===== src/hw/edc_pkg.sv =====
// Package of constants for the extended-output page DRAM host-side cycle controller.
// Assumes a 100 MHz single clock and one external 1M x 16 EDO DRAM.
// How it works
// - Early write: write strobe low before column strobes fall.
// - Page mode: row strobe stays low, only new columns on later strobes.
// - Host issues 1,024 refresh cycles every 16 ms.
// - Row-only cycles with column strobes high serve as the initialization dummy cycles.
// - Strobe-order refresh: column strobe low before row strobe falls, write high.
// - Host completes initialization before any access or refresh.
// - Row address presented at row strobe fall, column at column strobe fall.
package edc_pkg;
    localparam int CLK_PERIOD_NS = 10;
    localparam int T_RAS_SETUP_NS = 50;   // Row access time
    localparam int T_CAS_NS = 30;         // Page cycle
    localparam int T_PRE_NS = 30;         // Precharge
    localparam int T_INIT_US = 200;
    localparam int REFRESH_ROWS = 1024;
    localparam int REFRESH_MS = 16;
    localparam int INIT_CYCLES = 8;
    localparam int CYC_RAS = (T_RAS_SETUP_NS + CLK_PERIOD_NS - 1) / CLK_PERIOD_NS;
    localparam int CYC_CAS = (T_CAS_NS + CLK_PERIOD_NS - 1) / CLK_PERIOD_NS;
    localparam int CYC_PRE = (T_PRE_NS + CLK_PERIOD_NS - 1) / CLK_PERIOD_NS;
    localparam int CYC_INIT = T_INIT_US * 1000 / CLK_PERIOD_NS;
    // Longest time between refreshes rounds down
    localparam int CYC_REFI = REFRESH_MS * 1000000 / CLK_PERIOD_NS / REFRESH_ROWS;
    localparam int ADDR_W = 10;
    localparam int DATA_W = 16;
    localparam int CNT_W = 16;
    localparam logic [1:0] BYTE_LO = 2'h1;
    localparam logic [1:0] BYTE_HI = 2'h2;
    localparam logic [1:0] BYTE_ALL = 2'h3;
    typedef enum logic [3:0] {
        ST_INIT   = 4'h0,
        ST_INITRF = 4'h1,
        ST_IDLE   = 4'h2,
        ST_ROW    = 4'h3,
        ST_COL    = 4'h4,
        ST_COLEND = 4'h5,
        ST_PRE    = 4'h6,
        ST_RFCAS  = 4'h7,
        ST_RFRAS  = 4'h8
    } edc_state_t;
endpackage


===== src/hw/edc_timer.sv =====
// Down-counting delay timer with a busy flag held high while the count is nonzero.
// Assumes load and value come from logic on the same clock.
`timescale 1ns/1ps
`default_nettype none
module edc_timer
    import edc_pkg::*;
(
    input  wire logic             clk,
    input  wire logic             rst_n,
    input  wire logic             load,
    input  wire logic [CNT_W-1:0] value,
    output logic                  busy
);
    logic [CNT_W-1:0] cnt_r;
    logic [CNT_W-1:0] cnt_nxt;

    always_comb
    begin
        cnt_nxt = cnt_r;
        if (load)
            cnt_nxt = value;
        else if (cnt_r != '0)
            cnt_nxt = cnt_r - CNT_W'(1);
    end

    always_ff @(posedge clk)
    begin
        if (!rst_n)
            cnt_r <= '0;
        else
            cnt_r <= cnt_nxt;
    end

    assign busy = (cnt_r != '0);
endmodule
`default_nettype wire


===== src/hw/edc_ctrl.sv =====
// Host-side controller for a 1M x 16 extended-output page DRAM: sequences strobes by clock.
// Assumes a user request port on CLK and the DRAM wired to the pin outputs.
`timescale 1ns/1ps
`default_nettype none
module edc_ctrl
    import edc_pkg::*;
#(
    parameter int INIT_WAIT = CYC_INIT,
    parameter int REFI_WAIT = CYC_REFI
)
(
    input  wire logic              CLK,
    input  wire logic              RST_N,
    input  wire logic              REQ_VALID,
    input  wire logic              REQ_WRITE,
    input  wire logic [1:0]        REQ_BYTE,
    input  wire logic [19:0]       REQ_ADDR,
    input  wire logic [DATA_W-1:0] REQ_WDATA,
    output logic                   REQ_READY,
    output logic                   RD_VALID,
    output logic [DATA_W-1:0]      RD_DATA,
    output logic                   INIT_DONE,
    output logic                   ROW_STROBE_N,
    output logic                   LOWER_COL_STROBE_N,
    output logic                   UPPER_COL_STROBE_N,
    output logic                   WRITE_STROBE_N,
    output logic                   OUT_GATE_N,
    output logic [ADDR_W-1:0]      MUX_ADDR,
    input  wire logic [DATA_W-1:0] DATA_PINS_I,
    output logic [DATA_W-1:0]      DATA_PINS_O,
    output logic [DATA_W-1:0]      DATA_PINS_OE
);
    // ****************************************************************
    // State
    // ****************************************************************
    edc_state_t        st_r, st_nxt;
    logic [ADDR_W-1:0] row_r, row_nxt, col_r, col_nxt;
    logic              wr_r, wr_nxt;
    logic [1:0]        be_r, be_nxt;
    logic [DATA_W-1:0] wd_r, wd_nxt, rd_r, rd_nxt;
    logic              rdv_r, rdv_nxt, rdy_r, rdy_nxt, done_r, done_nxt;
    logic              ras_r, ras_nxt, lo_cs_r, lo_cs_nxt, up_cs_r, up_cs_nxt;
    logic              we_r, we_nxt, oe_r, oe_nxt, doe_r, doe_nxt;
    logic [ADDR_W-1:0] ma_r, ma_nxt;
    logic [3:0]        ini_r, ini_nxt;
    logic [31:0]       refi_r, refi_nxt;
    logic              rf_pend_r, rf_pend_nxt;
    logic              refi_wrap;
    logic              tload;
    logic [CNT_W-1:0]  tval;
    logic              tbusy;
    logic [DATA_W-1:0] din_s1_r, din_s2_r;

    // Data pins come from outside the clock domain
    always_ff @(posedge CLK)
    begin
        din_s1_r <= DATA_PINS_I;
        din_s2_r <= din_s1_r;
    end

    edc_timer u_tmr (
        .clk   (CLK),
        .rst_n (RST_N),
        .load  (tload),
        .value (tval),
        .busy  (tbusy)
    );

    function automatic logic [CNT_W-1:0] cyc(input int n);
        cyc = CNT_W'(n);
    endfunction

    // ****************************************************************
    // Sequencer
    // ****************************************************************
    always_comb
    begin
        st_nxt = st_r;
        row_nxt = row_r;
        col_nxt = col_r;
        wr_nxt = wr_r;
        be_nxt = be_r;
        wd_nxt = wd_r;
        rd_nxt = rd_r;
        rdv_nxt = 1'b0;
        rdy_nxt = 1'b0;
        done_nxt = done_r;
        ras_nxt = ras_r;
        lo_cs_nxt = lo_cs_r;
        up_cs_nxt = up_cs_r;
        we_nxt = we_r;
        oe_nxt = oe_r;
        doe_nxt = doe_r;
        ma_nxt = ma_r;
        ini_nxt = ini_r;
        tload = 1'b0;
        tval = '0;
        rf_pend_nxt = rf_pend_r;
        refi_nxt = refi_r + 32'h1;
        refi_wrap = (refi_r >= 32'(REFI_WAIT - 1));
        if (refi_wrap)
        begin
            refi_nxt = '0;
            rf_pend_nxt = done_r;
        end
        case (st_r)
            ST_INIT:
            begin
                // Pause, then eight dummy row cycles before any access
                if (refi_r >= 32'(INIT_WAIT - 1))
                begin
                    st_nxt = ST_INITRF;
                    refi_nxt = '0;
                end
            end
            ST_INITRF:
            begin
                if (!tbusy)
                begin
                    if (ras_r)
                    begin
                        ras_nxt = 1'b0;  // Row-only cycle, strobes high
                        tload = 1'b1;
                        tval = cyc(CYC_RAS);
                    end
                    else
                    begin
                        ras_nxt = 1'b1;
                        tload = 1'b1;
                        tval = cyc(CYC_PRE);
                        ini_nxt = ini_r + 4'h1;
                        if (ini_r == 4'(INIT_CYCLES - 1))
                        begin
                            done_nxt = 1'b1;
                            // Last precharge must end before the first access
                            st_nxt = ST_PRE;
                        end
                    end
                end
            end
            ST_IDLE:
            begin
                rdy_nxt = !rf_pend_nxt;
                if (rf_pend_r && !tbusy)
                begin
                    // Column strobes fall first, write high
                    rdy_nxt = 1'b0;
                    lo_cs_nxt = 1'b0;
                    up_cs_nxt = 1'b0;
                    we_nxt = 1'b1;
                    // An interval ending now stays pending: the set wins
                    rf_pend_nxt = refi_wrap;
                    tload = 1'b1;
                    tval = cyc(1);
                    st_nxt = ST_RFCAS;
                end
                else if (REQ_VALID && rdy_r)
                begin
                    rdy_nxt = 1'b0;
                    row_nxt = REQ_ADDR[19:10];
                    col_nxt = REQ_ADDR[9:0];
                    wr_nxt = REQ_WRITE;
                    be_nxt = (REQ_BYTE == 2'h0) ? BYTE_ALL : REQ_BYTE;
                    wd_nxt = REQ_WDATA;
                    ma_nxt = REQ_ADDR[19:10];  // Row first
                    st_nxt = ST_ROW;
                end
            end
            ST_ROW:
            begin
                ras_nxt = 1'b0;
                tload = 1'b1;
                tval = cyc(CYC_RAS);
                st_nxt = ST_COL;
            end
            ST_COL:
            begin
                // Address, write strobe and data settle a cycle ahead of the column
                // fall, so neither the row latch nor the strobe edge sees them move
                ma_nxt = col_r;  // Column after row fall
                we_nxt = !wr_r;  // Early write
                oe_nxt = wr_r;  // Gate low only for reads
                doe_nxt = wr_r;  // Drive pins only when writing
                if (!tbusy)
                begin
                    lo_cs_nxt = !be_r[0];  // Bits 0-7
                    up_cs_nxt = !be_r[1];  // Bits 8-15
                    tload = 1'b1;
                    tval = cyc(CYC_CAS + 2);
                    st_nxt = ST_COLEND;
                end
            end
            ST_COLEND:
            begin
                if (!tbusy)
                begin
                    if (!wr_r)
                    begin
                        rdv_nxt = 1'b1;
                        rd_nxt = {be_r[1] ? din_s2_r[15:8] : 8'h00,
                                  be_r[0] ? din_s2_r[7:0] : 8'h00};
                    end
                    lo_cs_nxt = 1'b1;
                    up_cs_nxt = 1'b1;
                    // Next access in same row keeps row strobe low
                    if (REQ_VALID && !rf_pend_r && REQ_ADDR[19:10] == row_r)
                    begin
                        col_nxt = REQ_ADDR[9:0];
                        ma_nxt = REQ_ADDR[9:0];
                        wr_nxt = REQ_WRITE;
                        be_nxt = (REQ_BYTE == 2'h0) ? BYTE_ALL : REQ_BYTE;
                        wd_nxt = REQ_WDATA;
                        tload = 1'b1;
                        tval = cyc(CYC_PRE);
                        st_nxt = ST_COL;
                    end
                    else
                    begin
                        ras_nxt = 1'b1;
                        we_nxt = 1'b1;
                        oe_nxt = 1'b1;
                        doe_nxt = 1'b0;
                        tload = 1'b1;
                        tval = cyc(CYC_PRE);
                        st_nxt = ST_PRE;
                    end
                end
            end
            ST_PRE:
            begin
                we_nxt = 1'b1;
                oe_nxt = 1'b1;
                doe_nxt = 1'b0;
                if (!tbusy)
                begin
                    st_nxt = ST_IDLE;
                    rdy_nxt = !rf_pend_nxt;
                end
            end
            ST_RFCAS:
            begin
                if (!tbusy)
                begin
                    ras_nxt = 1'b0;  // Row falls with column low
                    tload = 1'b1;
                    tval = cyc(CYC_RAS);
                    st_nxt = ST_RFRAS;
                end
            end
            ST_RFRAS:
            begin
                if (!tbusy)
                begin
                    ras_nxt = 1'b1;
                    lo_cs_nxt = 1'b1;
                    up_cs_nxt = 1'b1;
                    tload = 1'b1;
                    tval = cyc(CYC_PRE);
                    st_nxt = ST_PRE;
                end
            end
            default:
                st_nxt = ST_INIT;
        endcase
    end

    always_ff @(posedge CLK)
    begin
        if (!RST_N)
        begin
            st_r <= ST_INIT;
            row_r <= '0;
            col_r <= '0;
            wr_r <= 1'b0;
            be_r <= BYTE_ALL;
            wd_r <= '0;
            rd_r <= '0;
            rdv_r <= 1'b0;
            rdy_r <= 1'b0;
            done_r <= 1'b0;
            ras_r <= 1'b1;
            lo_cs_r <= 1'b1;
            up_cs_r <= 1'b1;
            we_r <= 1'b1;
            oe_r <= 1'b1;
            doe_r <= 1'b0;
            ma_r <= '0;
            ini_r <= '0;
            refi_r <= '0;
            rf_pend_r <= 1'b0;
        end
        else
        begin
            st_r <= st_nxt;
            row_r <= row_nxt;
            col_r <= col_nxt;
            wr_r <= wr_nxt;
            be_r <= be_nxt;
            wd_r <= wd_nxt;
            rd_r <= rd_nxt;
            rdv_r <= rdv_nxt;
            rdy_r <= rdy_nxt;
            done_r <= done_nxt;
            ras_r <= ras_nxt;
            lo_cs_r <= lo_cs_nxt;
            up_cs_r <= up_cs_nxt;
            we_r <= we_nxt;
            oe_r <= oe_nxt;
            doe_r <= doe_nxt;
            ma_r <= ma_nxt;
            ini_r <= ini_nxt;
            refi_r <= refi_nxt;
            rf_pend_r <= rf_pend_nxt;
        end
    end

    assign REQ_READY = rdy_r;
    assign RD_VALID = rdv_r;
    assign RD_DATA = rd_r;
    assign INIT_DONE = done_r;
    assign ROW_STROBE_N = ras_r;
    assign LOWER_COL_STROBE_N = lo_cs_r;
    assign UPPER_COL_STROBE_N = up_cs_r;
    assign WRITE_STROBE_N = we_r;
    assign OUT_GATE_N = oe_r;
    assign MUX_ADDR = ma_r;
    assign DATA_PINS_O = wd_r;
    assign DATA_PINS_OE = {DATA_W{doe_r}};

    // ****************************************************************
    // Checks
    // ****************************************************************
    // Refresh lowers the column strobes with the row strobe high, so it is left out here
    AST_EARLY_WRITE: assert property (@(posedge CLK) disable iff (!RST_N)
        !ras_r && ($fell(lo_cs_r) || $fell(up_cs_r)) && wr_r
            |-> !we_r && doe_r && !$past(we_r) && $past(doe_r))
        else $error("Column strobe fell without early write setup");
    AST_STROBE_ORDER_REFRESH: assert property (@(posedge CLK) disable iff (!RST_N)
        $fell(ras_r) && st_r == ST_RFRAS |-> !lo_cs_r && !up_cs_r && we_r)
        else $error("Strobe-order refresh out of order");
    AST_NO_ACCESS_BEFORE_INIT: assert property (@(posedge CLK) disable iff (!RST_N)
        !done_r |-> lo_cs_r && up_cs_r && !doe_r)
        else $error("Column access before initialization");
    AST_NO_DRIVE_ON_READ: assert property (@(posedge CLK) disable iff (!RST_N)
        !oe_r |-> !doe_r && we_r)
        else $error("Host drives pins while gate is low");
    AST_BYTE_LANES: assert property (@(posedge CLK) disable iff (!RST_N)
        !ras_r && ($fell(lo_cs_r) || $fell(up_cs_r))
            |-> lo_cs_r == !be_r[0] && up_cs_r == !be_r[1])
        else $error("Column strobes disagree with byte select");
    AST_REFRESH_DUE: assert property (@(posedge CLK) disable iff (!RST_N)
        $rose(rf_pend_r) |-> ##[1:40] st_r == ST_RFCAS)
        else $error("Refresh not started in time");
endmodule
`default_nettype wire


===== config.mk =====
export PLATFORM = sky130hd
export DESIGN_NAME = edc_ctrl
export DESIGN_NICKNAME = d
export VERILOG_FILES = /design/src/hw/edc_pkg.sv /design/src/hw/edc_timer.sv /design/src/hw/edc_ctrl.sv
export SDC_FILE = /design/constraint.sdc
export NUM_CORES = 1
export LEC_CHECK = 0
export ABC_AREA = 1
export CORE_MARGIN = 2
export CORE_UTILIZATION = 24
export DETAILED_ROUTE_END_ITERATION = 16
export DONT_BUFFER_PORTS = 1
export GPL_TIMING_DRIVEN = 0
export PLACE_DENSITY_LB_ADDON = 0.05
export SYNTH_ARGS = -nofsm -noshare
export SYNTH_HDL_FRONTEND = slang
export SYNTH_HIERARCHICAL = 1
export SYNTH_SLANG_ARGS = --single-unit

===== constraint.sdc =====
create_clock -name CLK -period 5.59 [get_ports CLK]
set_clock_uncertainty 0.2 [all_clocks]
set_input_delay 0.2795 -clock CLK [delete_from_list [all_inputs] [get_ports CLK]]
set_output_delay 0.2795 -clock CLK [all_outputs]
set_load 0.02 [all_outputs]

# Yosys cells after proc, flatten, opt, wreduce, memory -nomap -nowiden
# Cells that the tools add are included.
dict set report op_classes {
  addsub 3
  order_cmp 2
  eq_ne 26
  muxes 79
  bitwise_logic 6
  reduce_logical 35
}
# cell n
set op_table {}
lappend op_table {{2-to-1 mux 16 bit} 6}
lappend op_table {{2-to-1 mux 32 bit} 3}
lappend op_table {{2-to-1 mux 10 bit} 6}
lappend op_table {{2-to-1 mux 4 bit} 11}
lappend op_table {{one-hot mux 4 bit (9 select lines)} 1}
lappend op_table {{adder 32 x 1 -> 32 bit (second input constant)} 1}
lappend op_table {{>= comparator 32 x 11 -> 1 bit (second input constant)} 1}
lappend op_table {{>= comparator 32 x 15 -> 1 bit (second input constant)} 1}
lappend op_table {{one-hot mux 16 bit (2 select lines)} 1}
lappend op_table {{inequality test 2 bit (second input constant)} 15}
lappend op_table {{one-hot mux 10 bit (3 select lines)} 1}
lappend op_table {{2-to-1 mux 1 bit} 26}
lappend op_table {{equality test 4 x 3 -> 1 bit (second input constant)} 5}
lappend op_table {{one-hot mux 10 bit (2 select lines)} 1}
lappend op_table {{2-to-1 mux 8 bit} 2}
lappend op_table {{nonzero test 16 bit} 1}
lappend op_table {{subtractor 16 x 1 -> 16 bit (second input constant)} 1}
lappend op_table {{one-hot mux 1 bit (3 select lines)} 5}
lappend op_table {{one-hot mux 3 bit (5 select lines)} 1}
lappend op_table {{2-to-1 mux 2 bit} 7}
lappend op_table {{AND reduction 3 bit} 4}
lappend op_table {{AND reduction 4 bit} 3}
lappend op_table {{equality test 10 bit} 1}
lappend op_table {{AND reduction 10 bit} 1}
lappend op_table {{24 further kinds} 46}
dict set report word_totals {
  ff_bits 163
  input_bits 58
  output_inout_bits 66
  wordCells 174
}

# Longest topological paths before layout
# Gate-level depths: netlist of run 1.
dict set report depth {
  word_depth 6
  ltp_mapped 17
  depth_no_buf 15
}

# Modules after synthesis
# The synthesis of run 1 kept the hierarchy.
# module instances cells_per_inst area_each_um2 seq_area_each_um2
set by_module_without_submodules {}
lappend by_module_without_submodules {edc_ctrl 1 796 5845.6 2942.8}
lappend by_module_without_submodules {edc_timer 1 168 1052.3 320.3}

# Worst setup path after synthesis of run 1
# OpenSTA, ideal clock, no wires.
dict set report synth_timing {
  path_type {register to register}
  start {register u_tmr.cnt_r[0]}
  end {register u_tmr.cnt_r[0]}
  setup_ns 0.122
  t_arrival_ns 2.151
  required_ns 5.268
  setup_slack_ns 3.117
  path_stages_with_launch 15
  n_path_buf 2
  synth_period_minus_slack_ns 2.473
  path_cell_list {dfxtp_1 inv_2 ha_1 nand2_4 inv_2 nand3_4 buf_2 clkinv_1 o21ai_0 nand4_1 buf_2 inv_1 nand4_1 nor2_1 nor3_2}
}
dict set report synth_via {
  elab_chain_len 6
  elab_cells_between_ends 15
  classes_between {1 x add/sub; 10 x mux; 4 x reduce/logical}
}
# item line_no
set synth_lines {}
lappend synth_lines {{start: declaration} edc_timer.sv:14} ;# logic [CNT_W-1:0] cnt_r;
lappend synth_lines {{start signal: assignment} edc_timer.sv:31} ;# cnt_r <= cnt_nxt;
lappend synth_lines {{nonzero test 16 bit (*)} edc_timer.sv:34} ;# assign busy = (cnt_r != '0);
lappend synth_lines {{net tbusy} edc_ctrl.sv:51} ;# logic tbusy;
lappend synth_lines {{logical NOT 1 bit} -}
lappend synth_lines {{logical AND 1 bit} edc_ctrl.sv:144} ;# if (rf_pend_r && !tbusy)
lappend synth_lines {{2-to-1 mux 1 bit} edc_ctrl.sv:144}
lappend synth_lines {{one-hot mux 1 bit (3 select lines) (*)} edc_ctrl.sv:106} ;# case (st_r)
lappend synth_lines {{net tload} edc_ctrl.sv:49} ;# logic tload;
lappend synth_lines {{2-to-1 mux 16 bit / nonzero test 2 bit (equally long branches)} -}
# The timed path passes the listed nets; every way through them passes the cells marked *. The select of a mux whose other input is x is not followed.
# A chain may end at the register's enable or synchronous reset.

# Worst setup path in the final report of run 1
dict set report layout_timing {
  start {register u_tmr.cnt_r[0]}
  end {register u_tmr.cnt_r[3]}
}
# Same word-level chain as after synthesis.

==> results of run 1 <==
[how the worst max path moves through the flow]
stage	startpoint	slack, ns	to
finish	u_tmr/cnt_r[0]	2.56	u_tmr/cnt_r[3]
CTS	u_tmr/cnt_r[0]	2.52	u_tmr/cnt_r[3]
detailed placement	u_tmr/cnt_r[0]	2.54	u_tmr/cnt_r[3]
global placement	u_tmr/cnt_r[0]	2.45	u_tmr/cnt_r[3]
floorplan	u_tmr/cnt_r[0]	3.12	u_tmr/cnt_r[0]
global route	u_tmr/cnt_r[0]	2.26	u_tmr/cnt_r[12]
[power by group]
part           switching, mW  internal (mW)  leakage (nW)  total (mW)
Sequential             0.289           1.38          1.34        1.67
Combinational          0.926          0.501          2.38        1.43
Clock                  0.542          0.628         0.274        1.17
[cell usage in the layout, fill, tap and decap left out, types with 3 or more instances in the layout]
master	instances
sky130_fd_sc_hd__conb_1	34
sky130_fd_sc_hd__xor2_1	12
sky130_fd_sc_hd__clkbuf_1	17
sky130_fd_sc_hd__clkinv_1	3
sky130_fd_sc_hd__nor2_1	146
sky130_fd_sc_hd__nand4_1	21
sky130_fd_sc_hd__nand2_1	258
sky130_fd_sc_hd__inv_6	4
sky130_fd_sc_hd__nor3_1	6
sky130_fd_sc_hd__buf_2	9
sky130_fd_sc_hd__nand2_2	4
sky130_fd_sc_hd__clkbuf_16	17
sky130_fd_sc_hd__ha_1	5
sky130_fd_sc_hd__clkinvlp_4	3
sky130_fd_sc_hd__dlygate4sd3_1	56
sky130_fd_sc_hd__nor2_4	5
sky130_fd_sc_hd__buf_4	19
sky130_fd_sc_hd__nor2_2	11
sky130_fd_sc_hd__nand3_1	50
sky130_fd_sc_hd__inv_2	7
sky130_fd_sc_hd__a21oi_1	53
sky130_fd_sc_hd__o21ai_0	37
sky130_fd_sc_hd__inv_1	114
sky130_fd_sc_hd__inv_8	3
sky130_fd_sc_hd__dfxtp_1	163
sky130_fd_sc_hd__xnor2_1	4
[flip-flops by register name (all words and copies together), names as in the netlist, 2 cells and up]
name,cells
refi_r,32
DATA_PINS_O,16
RD_DATA,16
din_s1_r,16
din_s2_r,16
u_tmr/cnt_r,16
MUX_ADDR,10
col_r,10
row_r,10
ini_r,4
st_r,4
be_r,2
[logic make-up after synthesis]
| group | count (synthesis) | share of synthesized area [%] |
|---|---|---|
| XOR/XNOR | 16 | 2.03 |
| adder cells (fa/ha/maj) | 5 | 0.907 |
| AND/OR/NAND/NOR | 509 | 31.3 |
| buffers and inverters | 171 | 10.8 |
| AO/OA/AOI/OAI | 99 | 7.65 |
| flip-flops | 163 | 47.3 |
| other | 1 | 0.0544 |
[metrics by stage]
step	util, %	setup WS [ns]	hold slack (ns)	total power, mW	std cells
detailed placement	26.4	2.54	0.107	3.12	1381
global placement	26.4	2.45	0.107	3.13	1381
global route	30.3	2.26	0.0504	4.63	1469
floorplan	-	3.12	0.107	2.77	997
finish	30.3	2.56	0.0257	4.27	1469
CTS	30.3	2.52	0.00595	4.36	1469
[routing by layer]
metal	vias to the layer above	share of wire (%)	global-route usage (%)
met1	2596	49	17.1
met3	15	4.9	3.64
met4	0	1.6	4.91
li1	3147	-	-
met5	-	0	0
met2	98	45	21.6
[tightest hold or removal path: stages]
cell and delay (ns):
sky130_fd_sc_hd__clkbuf_1 0.16, sky130_fd_sc_hd__nand2_1 0.12, sky130_fd_sc_hd__nor3_1 0.04
[cell type report]
cell class	count	area, um^2	area share, %
multi-input cells	663	3020	34.9
repair buffers	56	561	6.49
flip-flops and latches	163	3260	37.8
clock inverters	14	144	1.67
inverters	125	472	5.46
well taps	384	480	5.56
clock buffers	18	429	4.97
plain buffers	46	270	3.13
[timing repair]
action	in CTS	in global routing
hold endpoints to repair	81	0
endpoints found under the setup margin	0	0
setup buffers	0	0
hold buffers	56	0
==> metrics.txt, run 1 <==
wirelength, routed 19300 um; worst reg2reg path depth 14; # DRC 0; slew margin rel. 55.8%; share of final-layout standard cells stronger than drive strength 1 8.94%; count of buffers inserted at the top-level ports 0; placer congestion estimate 0.747; Core ar. 0.0285 mm^2; Resized Gates After CTS 0; Starting Density 24.2%; Synth Register Bits 163; Post-Syn Instances 964; number of inserted diodes 0; Worst Hold End refi_r[2]; netlist area before placement 0.00690 mm^2; leading post-synthesis cells by instance count 258 x sky130_fd_sc_hd__nand2_1, 163 x sky130_fd_sc_hd__dfxtp_1, 146 x sky130_fd_sc_hd__nor2_1; count of filler cells inserted in the layout 3166; RSZ-0062 raised after global routing no; Worst Path Arrival 3.17 ns; die outline height 174 um; sum of net half-perimeters after detailed placement 13900 um; outcome finished, final reports clean; drt via density 3.99; min-delay worst type in -> reg; highest ir drop seen on vdd 0.267 mV; crit-path max FO 9; Power per Cell Area 494 mW/mm^2; antenna violations before repair 0; GRT Util Overall 13.4%; ranking of synthesized cells by area sky130_fd_sc_hd__dfxtp_1 47%, sky130_fd_sc_hd__nand2_1 14%, sky130_fd_sc_hd__nor2_1 7.9%, sky130_fd_sc_hd__inv_1 6.2%, sky130_fd_sc_hd__a21oi_1 3.8%; maximum number of pins on one net before global-route repair 18; number of iterations in the first detailed-routing pass 4; die area 0.0301 mm^2; clock period minus final worst setup slack 3.03 ns; Hold Fails Final Rpt 0; H-tree depth reported by CTS 4; count of nets left with antenna violations after detail routing 0; number of distinct standard cells referenced by the synthesized netlist 37; Slew @ Worst Pin 0.660 ns; Yosys top cell by area sky130_fd_sc_hd__dfxtp_1; f_max 0.330 GHz; cell family with most CP delay buffers and inverters; Bufs and invs on worst path 6; Post-Layout Inst Area 0.00864 mm^2; count of standard-cell rows 62; count of max-cap constraint violations 0; CTS root buffer sky130_fd_sc_hd__clkbuf_16; Crit. End Element flip-flop; library cell contributing the largest single delay on the critical path sky130_fd_sc_hd__dfxtp_1; most frequent cell after synthesis sky130_fd_sc_hd__nand2_1; Worst Path Required 5.73 ns; post-synthesis average cell area 7.16 um^2; total global routing overflow 0; predominant post-synthesis flop cell sky130_fd_sc_hd__dfxtp_1; # clock sinks 163; CP peak stage delay 0.39 ns; wire length per cell 13.1 um; leakage component of the power 4.00 nW; part of the Yosys area used for sequential elements 47.3%; Final Slew Violations 0; clock-pin slew on the worst setup and hold paths 0.07 ns; clock buffers created by TritonCTS 17; count of warnings emitted by yosys 6; Post-synth EDFFs 0; Critical Path Source Type flip-flop; Stages on worst setup path 14; I/O pin cnt 124; via count of the first global-routing pass 5887; setup TNS 0 ns; maximum number of buffers from clock root to sink 2; Async SR Flop Fraction 0%; post-layout net count 1135; area share of the leading cell type in the synthesized netlist 47.3%; layout overhead on the synthesized area 25.2%; reg-to-reg critical path startpoint u_tmr/cnt_r[0]; area after detailed placement 0.00750 mm^2; first-pass GRT wire length 31400 um; Worst R2R Setup Slack 2.56 ns; Worst Setup Path Type reg -> reg; die span in x 174 um; post-route clock period utilization 54.2%; HP Start RST_N; clock latency on the worst-skew pair 0.44 ns; drt initial violations 237; CTS tree done; count of cells along the worst hold path 3; DR vias 5856; FF-to-FF End u_tmr/cnt_r[3]; worst path cell trace inv_2, ha_1, nand2_4, inv_2, nand3_4, buf_2, clkinv_1, o21ai_0, nand4_1, buf_2, inv_1, nand4_1, nand2_1, nor2_1; Finish-stage setup viols 0
Note: power is estimated with default switching activity, not from simulation.
==> inputs of run 2 (changes only) <==
Settings changed: ABC_AREA 1 to 0.
Clock period 5.59 ns to 2.8 ns, I/O delays scaled along.
==> metrics.txt, run 2 <==
DR vias 5160; sum of routed wire segments on met1 8680 um; Core ar. 0.0270 mm^2; # clock sinks 163; maximum number of pins on one net before global-route repair 21; most frequent cell after synthesis sky130_fd_sc_hd__dfxtp_1; H-tree depth reported by CTS 4; Power per Cell Area 802 mW/mm^2; GRT Util Overall 12.6%; Crit. End Element flip-flop; number of standard cells in the final layout excluding fillers 1154; # DRC 0; wire length on met3 1240 um; post-layout net count 863; Worst R2R Setup Slack 0.13 ns; Slew @ Worst Pin 1.10 ns; count of standard-cell rows 60; Post-Syn Instances 684; die outline height 170 um; antenna violations before repair 0; cell type with the highest occurrence count on the critical path sky130_fd_sc_hd__buf_8; worst path cell trace inv_1, ha_4, nor3b_2, nand4_1, buf_8, buf_8, nand2_1, a22oi_2, o21ai_2, buf_4, nand3b_1, or4_1, nand3_1; area after detailed placement 0.00715 mm^2; sum of net half-perimeters after detailed placement 12700 um; outcome finished, final reports clean; commonest cells after routing, fill and taps aside 161 x sky130_fd_sc_hd__dfxtp_1, 109 x sky130_fd_sc_hd__nand2_1, 62 x sky130_fd_sc_hd__mux2i_1, 58 x sky130_fd_sc_hd__dlygate4sd3_1, 45 x sky130_fd_sc_hd__nor2_1; share of final-layout standard cells stronger than drive strength 1 11.7%; post-synthesis average cell area 9.65 um^2; utilization after layout 31.5%; Yosys top cell by area sky130_fd_sc_hd__dfxtp_1; number of distinct standard cells referenced by the synthesized netlist 64; count of buffers inserted at the top-level ports 0; Starting Density 24.5%; post-route clock period utilization 95.2%; part of the Yosys area used for sequential elements 49.5%; CTS tree done; first-pass GRT wire length 28300 um; highest ir drop seen on vdd 0.380 mV; Async SR Flop Fraction 0%; total global routing overflow 0; netlist area before placement 0.00660 mm^2; wire length per cell 15.5 um; crit-path max FO 7; placed cell count 1058; count of warnings emitted by yosys 6; drt initial violations 250; Largest register FFs 32; Reg with most FFs refi_r; wirelength, routed 17900 um; Worst Path Arrival 2.83 ns; clock period minus final worst setup slack 2.67 ns; most common library cell in the layout ignoring fill and taps sky130_fd_sc_hd__dfxtp_1; Worst Setup Path Type reg -> reg; Worst Path Required 2.96 ns; min-delay worst type in -> reg; leakage component of the power 3.48 nW; number of inserted diodes 0; predominant post-synthesis flop cell sky130_fd_sc_hd__dfxtp_1; placer congestion estimate 0.859; I/O pin cnt 124; ranking of synthesized cells by area sky130_fd_sc_hd__dfxtp_1 49%, sky130_fd_sc_hd__mux2i_1 9.4%, sky130_fd_sc_hd__nand2_1 6.2%, sky130_fd_sc_hd__xor2_1 3.8%, sky130_fd_sc_hd__nor2_1 2.7%; Hold Fails Final Rpt 0; Post-synth EDFFs 0; CTS root buffer sky130_fd_sc_hd__clkbuf_16; area share of the leading cell type in the synthesized netlist 49.5%; die area 0.0288 mm^2; slew margin rel. 26.2%; f_max 0.375 GHz; count of nets left with antenna violations after detail routing 0; min setup slack post-route 0.135 ns; Final Slew Violations 0; number of iterations in the first detailed-routing pass 4; count of max-cap constraint violations 0; clock-pin slew on the worst setup and hold paths 0.08 ns; clock latency on the worst-skew pair 0.43 ns; Synth Register Bits 163; clock buffers created by TritonCTS 17; Finish-stage setup viols 0; Setup Slack @ Placement -0.603 ns; Post-Layout Inst Area 0.00850 mm^2; via count of the first global-routing pass 5023; CP peak stage delay 0.42 ns; Critical Path Source Type flip-flop; layout overhead on the synthesized area 28.8%; uppermost layer routed met4; leading post-synthesis cells by instance count 163 x sky130_fd_sc_hd__dfxtp_1, 109 x sky130_fd_sc_hd__nand2_1, 62 x sky130_fd_sc_hd__mux2i_1; maximum number of buffers from clock root to sink 2; routed wl met2 7810 um; total power consumption of the routed design 6.81 mW; drt via density 4.47; die span in x 170 um; library cell contributing the largest single delay on the critical path sky130_fd_sc_hd__or4_1
run 2: per-layer routing:
metal	vias up	track usage, %
met4	0	3.60
met1	2457	16.9
met2	108	19.0
met5	-	0
met3	11	4.57
li1	2584	-
run 2: worst max-delay path: cells and delay by family, from the launching register on:
family | cells | cell delay (ns)
AND/OR/NAND/NOR | 6 | 1.05
buffers and inverters | 4 | 0.52
flip-flops | 1 | 0.37
AO/OA/AOI/OAI | 2 | 0.30
adder cells (fa/ha/maj) | 1 | 0.18
run 2: report_power, final:
group | switching (mW) | leakage [nW] | internal [mW]
sequential | 0.214 | 1.34 | 2.50
combinational | 0.951 | 1.85 | 0.719
clock | 1.20 | 0.299 | 1.24
run 2: cell type report:
type	instances	area, um^2
timing repair buffer	67	652
clock inverter	15	186
buffer	53	322
sequential	163	3270
fill	2793	18500
multi-input combinational	488	3180
tap	341	427
inverter	10	40.0
clock buffer	17	425
run 2: worst paths after layout:
path | startpoint | to | cells after the start
setup / recovery | u_tmr/cnt_r[0] | u_tmr/cnt_r[1] | 13
hold / removal | RST_N | MUX_ADDR[3] | 3
setup reg to reg | u_tmr/cnt_r[0] | u_tmr/cnt_r[1] | 13
hold reg to reg | din_s1_r[14] | din_s2_r[14] | 0
run 2: repair_timing:
item                                    CTS  global route
hold buffers                             58             0
buffers inserted                          1             7
pin swaps                                 2             2
resized for setup                        16            12
endpoints found under the hold margin    71             0
endpoints found under the setup margin   85            55
gates cloned                              0             1
run 2: cells by family (layout without fill, tap and decap cells):
kind of cell               count (synthesis)  in the layout  synth area share [%]
AOI/OAI and AO/OA                         96             96                  10.4
xor gates and xnor gates                  36             36                  4.78
adders and majority gates                  5              5                 0.948
buffers and inverters                     66            162                  5.16
DFF                                      163            163                  49.5
muxes                                     62             62                  9.41
other                                      1             34                0.0568
and+or+nand+nor                          255            255                  19.8
run 2: metrics by stage:
stage	hold WS [ns]	setup TNS, ns
global placement	-0.0322	-17.07
global route	0.0275	-0.0275
floorplan	-0.0323	0
CTS	0.0175	0
detailed placement	-0.0322	-17.33
finish	0.0299	0
==> inputs of run 3 (changes only) <==
Settings changed: SYNTH_HIERARCHICAL 1 to default.
Clock period 2.8 ns to 3.3 ns, I/O delays scaled along.
==> metrics.txt, run 3 <==
die span in x 169 um; origin of the worst setup path st_r[3]; Finish-stage setup viols 0; utilization after layout 30.5%; CP peak stage delay 0.87 ns; wirelength, routed 18500 um; Yosys top cell by area sky130_fd_sc_hd__dfxtp_1; count of max-cap constraint violations 0; f_max 0.360 GHz; clock period minus final worst setup slack 2.78 ns; Post-Layout Inst Area 0.00818 mm^2; via count of the first global-routing pass 5215; worst reg2reg path depth 6; Setup Slack @ Placement 0.580 ns; Worst Setup Path Type reg -> reg; # DRC 0; die outline height 169 um; total power consumption of the routed design 6.15 mW; count of warnings emitted by yosys 0; placed cell count 1036; area share of the leading cell type in the synthesized netlist 50.0%; Worst Path Arrival 2.93 ns; Hold Fails Final Rpt 1; crit-path max FO 10; commonest cells after routing, fill and taps aside 163 x sky130_fd_sc_hd__dfxtp_1, 103 x sky130_fd_sc_hd__nand2_1, 56 x sky130_fd_sc_hd__dlygate4sd3_1, 52 x sky130_fd_sc_hd__nor2_1, 27 x sky130_fd_sc_hd__o2bb2ai_1; Worst R2R Setup Slack 0.52 ns; leading post-synthesis cells by instance count 163 x sky130_fd_sc_hd__dfxtp_1, 103 x sky130_fd_sc_hd__nand2_1, 52 x sky130_fd_sc_hd__nor2_1; die area 0.0285 mm^2; XOR/XNOR share of the synthesized area 4.70%; clock latency on the worst-skew pair 0.43 ns; library cell contributing the largest single delay on the critical path sky130_fd_sc_hd__nor4b_1; number of iterations in the first detailed-routing pass 5; leakage component of the power 3.08 nW; RSZ-0062 raised after global routing no; Crit. End Element flip-flop; combinational family with the most area after synthesis simple AND/OR/NAND/NOR gates; area after detailed placement 0.00703 mm^2; count of nets left with antenna violations after detail routing 0; CTS root buffer sky130_fd_sc_hd__clkbuf_16; count of standard-cell rows 60; Bufs and invs on worst path 2; reg-to-reg critical path startpoint st_r[3]; slew margin rel. 34.8%; sum of net half-perimeters after detailed placement 13200 um; netlist area before placement 0.00653 mm^2; predominant post-synthesis flop cell sky130_fd_sc_hd__dfxtp_1; share of final-layout standard cells stronger than drive strength 1 11.0%; highest ir drop seen on vdd 0.350 mV; Worst Path Required 3.45 ns; number of inserted diodes 0; drt via density 4.59; number of distinct standard cells referenced by the synthesized netlist 71; compound-cell area share of the yosys netlist 16.2%; part of the Yosys area used for sequential elements 50.0%; number of standard cells in the final layout excluding fillers 1124; antenna violations before repair 0; wire length per cell 16.5 um; min-delay worst type in -> reg; DR vias 5155; post-route clock period utilization 84.3%; cell family with most CP delay simple AND/OR/NAND/NOR gates; total global routing overflow 0; share of cell area taken by muxes after synthesis 2.84%; Core ar. 0.0268 mm^2; Async SR Flop Fraction 0%; # clock sinks 163; I/O pin cnt 124; FF-to-FF End MUX_ADDR[0]; post-layout net count 833; worst path cell trace clkbuf_1, nor4b_1, clkbuf_1, a221o_1, nand2_1, mux2i_1; clock buffers created by TritonCTS 17; min setup slack post-route 0.519 ns; worst slack on hold paths -0.00375 ns; post-synthesis average cell area 9.67 um^2; GRT Util Overall 13.3%; CTS tree done; ranking of synthesized cells by area sky130_fd_sc_hd__dfxtp_1 50%, sky130_fd_sc_hd__nand2_1 5.9%, sky130_fd_sc_hd__o2bb2ai_1 3.6%, sky130_fd_sc_hd__nor2_1 3.0%, sky130_fd_sc_hd__xor2_1 2.7%; crit path to MUX_ADDR[0]; Slew @ Worst Pin 0.964 ns; drt initial violations 256; Reg with most FFs refi_r; layout overhead on the synthesized area 25.3%; Simple-Gate Fraction of Synth Area 20.0%; Critical Path Source Type flip-flop; failing checks negative hold slack; Synth Register Bits 163; most common library cell in the layout ignoring fill and taps sky130_fd_sc_hd__dfxtp_1; Largest register FFs 32; arithmetic-cell share of the synthesized area counting full adders, half adders and majority gates 0.958%; placer congestion estimate 0.802; Stages on worst setup path 6; maximum number of buffers from clock root to sink 2; setup TNS 0 ns; maximum number of pins on one net before global-route repair 19; count of buffers inserted at the top-level ports 0; Post-Syn Instances 675; Post-synth EDFFs 0; outcome finished, violations left; clock-pin slew on the worst setup and hold paths 0.07 ns; first-pass GRT wire length 29300 um; Power per Cell Area 751 mW/mm^2; most frequent cell after synthesis sky130_fd_sc_hd__dfxtp_1; H-tree depth reported by CTS 4; Final Slew Violations 0; cell type with the highest occurrence count on the critical path sky130_fd_sc_hd__clkbuf_1; Starting Density 24.4%
[run 3: cell types whose count changed after synthesis, sizes merged, moves of 8 or more]
cell / before / now
mux2i: 62 / 17
o2bb2ai: 1 / 27
a21oi: 11 / 26
o21ai: 24 / 9
a221o: 0 / 10
xor2: 29 / 20
xnor2: 7 / 15
[run 3: how the worst min path moves through the flow]
stage | cells after the start | to | startpoint | slack [ns]
floorplan | 0 | din_s1_r[0] | DATA_PINS_I[0] | -0.007
global placement | 0 | din_s1_r[11] | DATA_PINS_I[11] | -0.007
detailed placement | 0 | din_s1_r[2] | DATA_PINS_I[2] | -0.007
CTS | 5 | MUX_ADDR[9] | REQ_ADDR[9] | 0.003
global route | 5 | MUX_ADDR[1] | REQ_ADDR[1] | 0.03
finish | 5 | MUX_ADDR[9] | REQ_ADDR[9] | -0.004
[run 3: where the power goes]
part           switching, mW  internal [mW]  leakage (nW)
registers              0.222           2.14          1.34
logic                   1.11          0.672          1.46
clock network          0.922           1.07         0.273
total                   2.26           3.89          3.08
[run 3: logic make-up after synthesis]
| logic type | count (synthesis) |
|---|---|
| AOI/OAI and AO/OA | 130 |
| xor gates and xnor gates | 35 |
| adders and majority gates | 5 |
| buffers and inverters | 65 |
| DFF | 163 |
| muxes | 18 |
| other | 1 |
| and+or+nand+nor | 258 |
[run 3: area by class of cell]
type / instances / area (um^2)
Fill cell: 2776 / 18600
Sequential cell: 163 / 3260
Multi-Input combinational cell: 467 / 3000
Timing Repair Buffer: 56 / 561
Tap cell: 341 / 427
Clock buffer: 17 / 425
Buffer: 57 / 313
Clock inverter: 15 / 166
Inverter: 8 / 30.0
[run 3: metal layers]
| layer | part of all wire [%] | track usage, % |
|---|---|---|
| met5 | 0 | 0 |
| met4 | 1.7 | 4.69 |
| met3 | 5.9 | 3.18 |
| met2 | 46 | 22.0 |
| met1 | 46 | 16.9 |
[run 3: repair_timing]
action	CTS	global route
resized for setup	0	0
setup buffers	0	0
endpoints found under the hold margin	65	0
hold buffers	56	0
[run 3: tightest hold or removal path, cell delays in order]
cell and delay (ns):
sky130_fd_sc_hd__nand2_1 0.03, sky130_fd_sc_hd__nor2_1 0.08, sky130_fd_sc_hd__a221o_1 0.14, sky130_fd_sc_hd__nand2_1 0.05, sky130_fd_sc_hd__mux2i_1 0.11
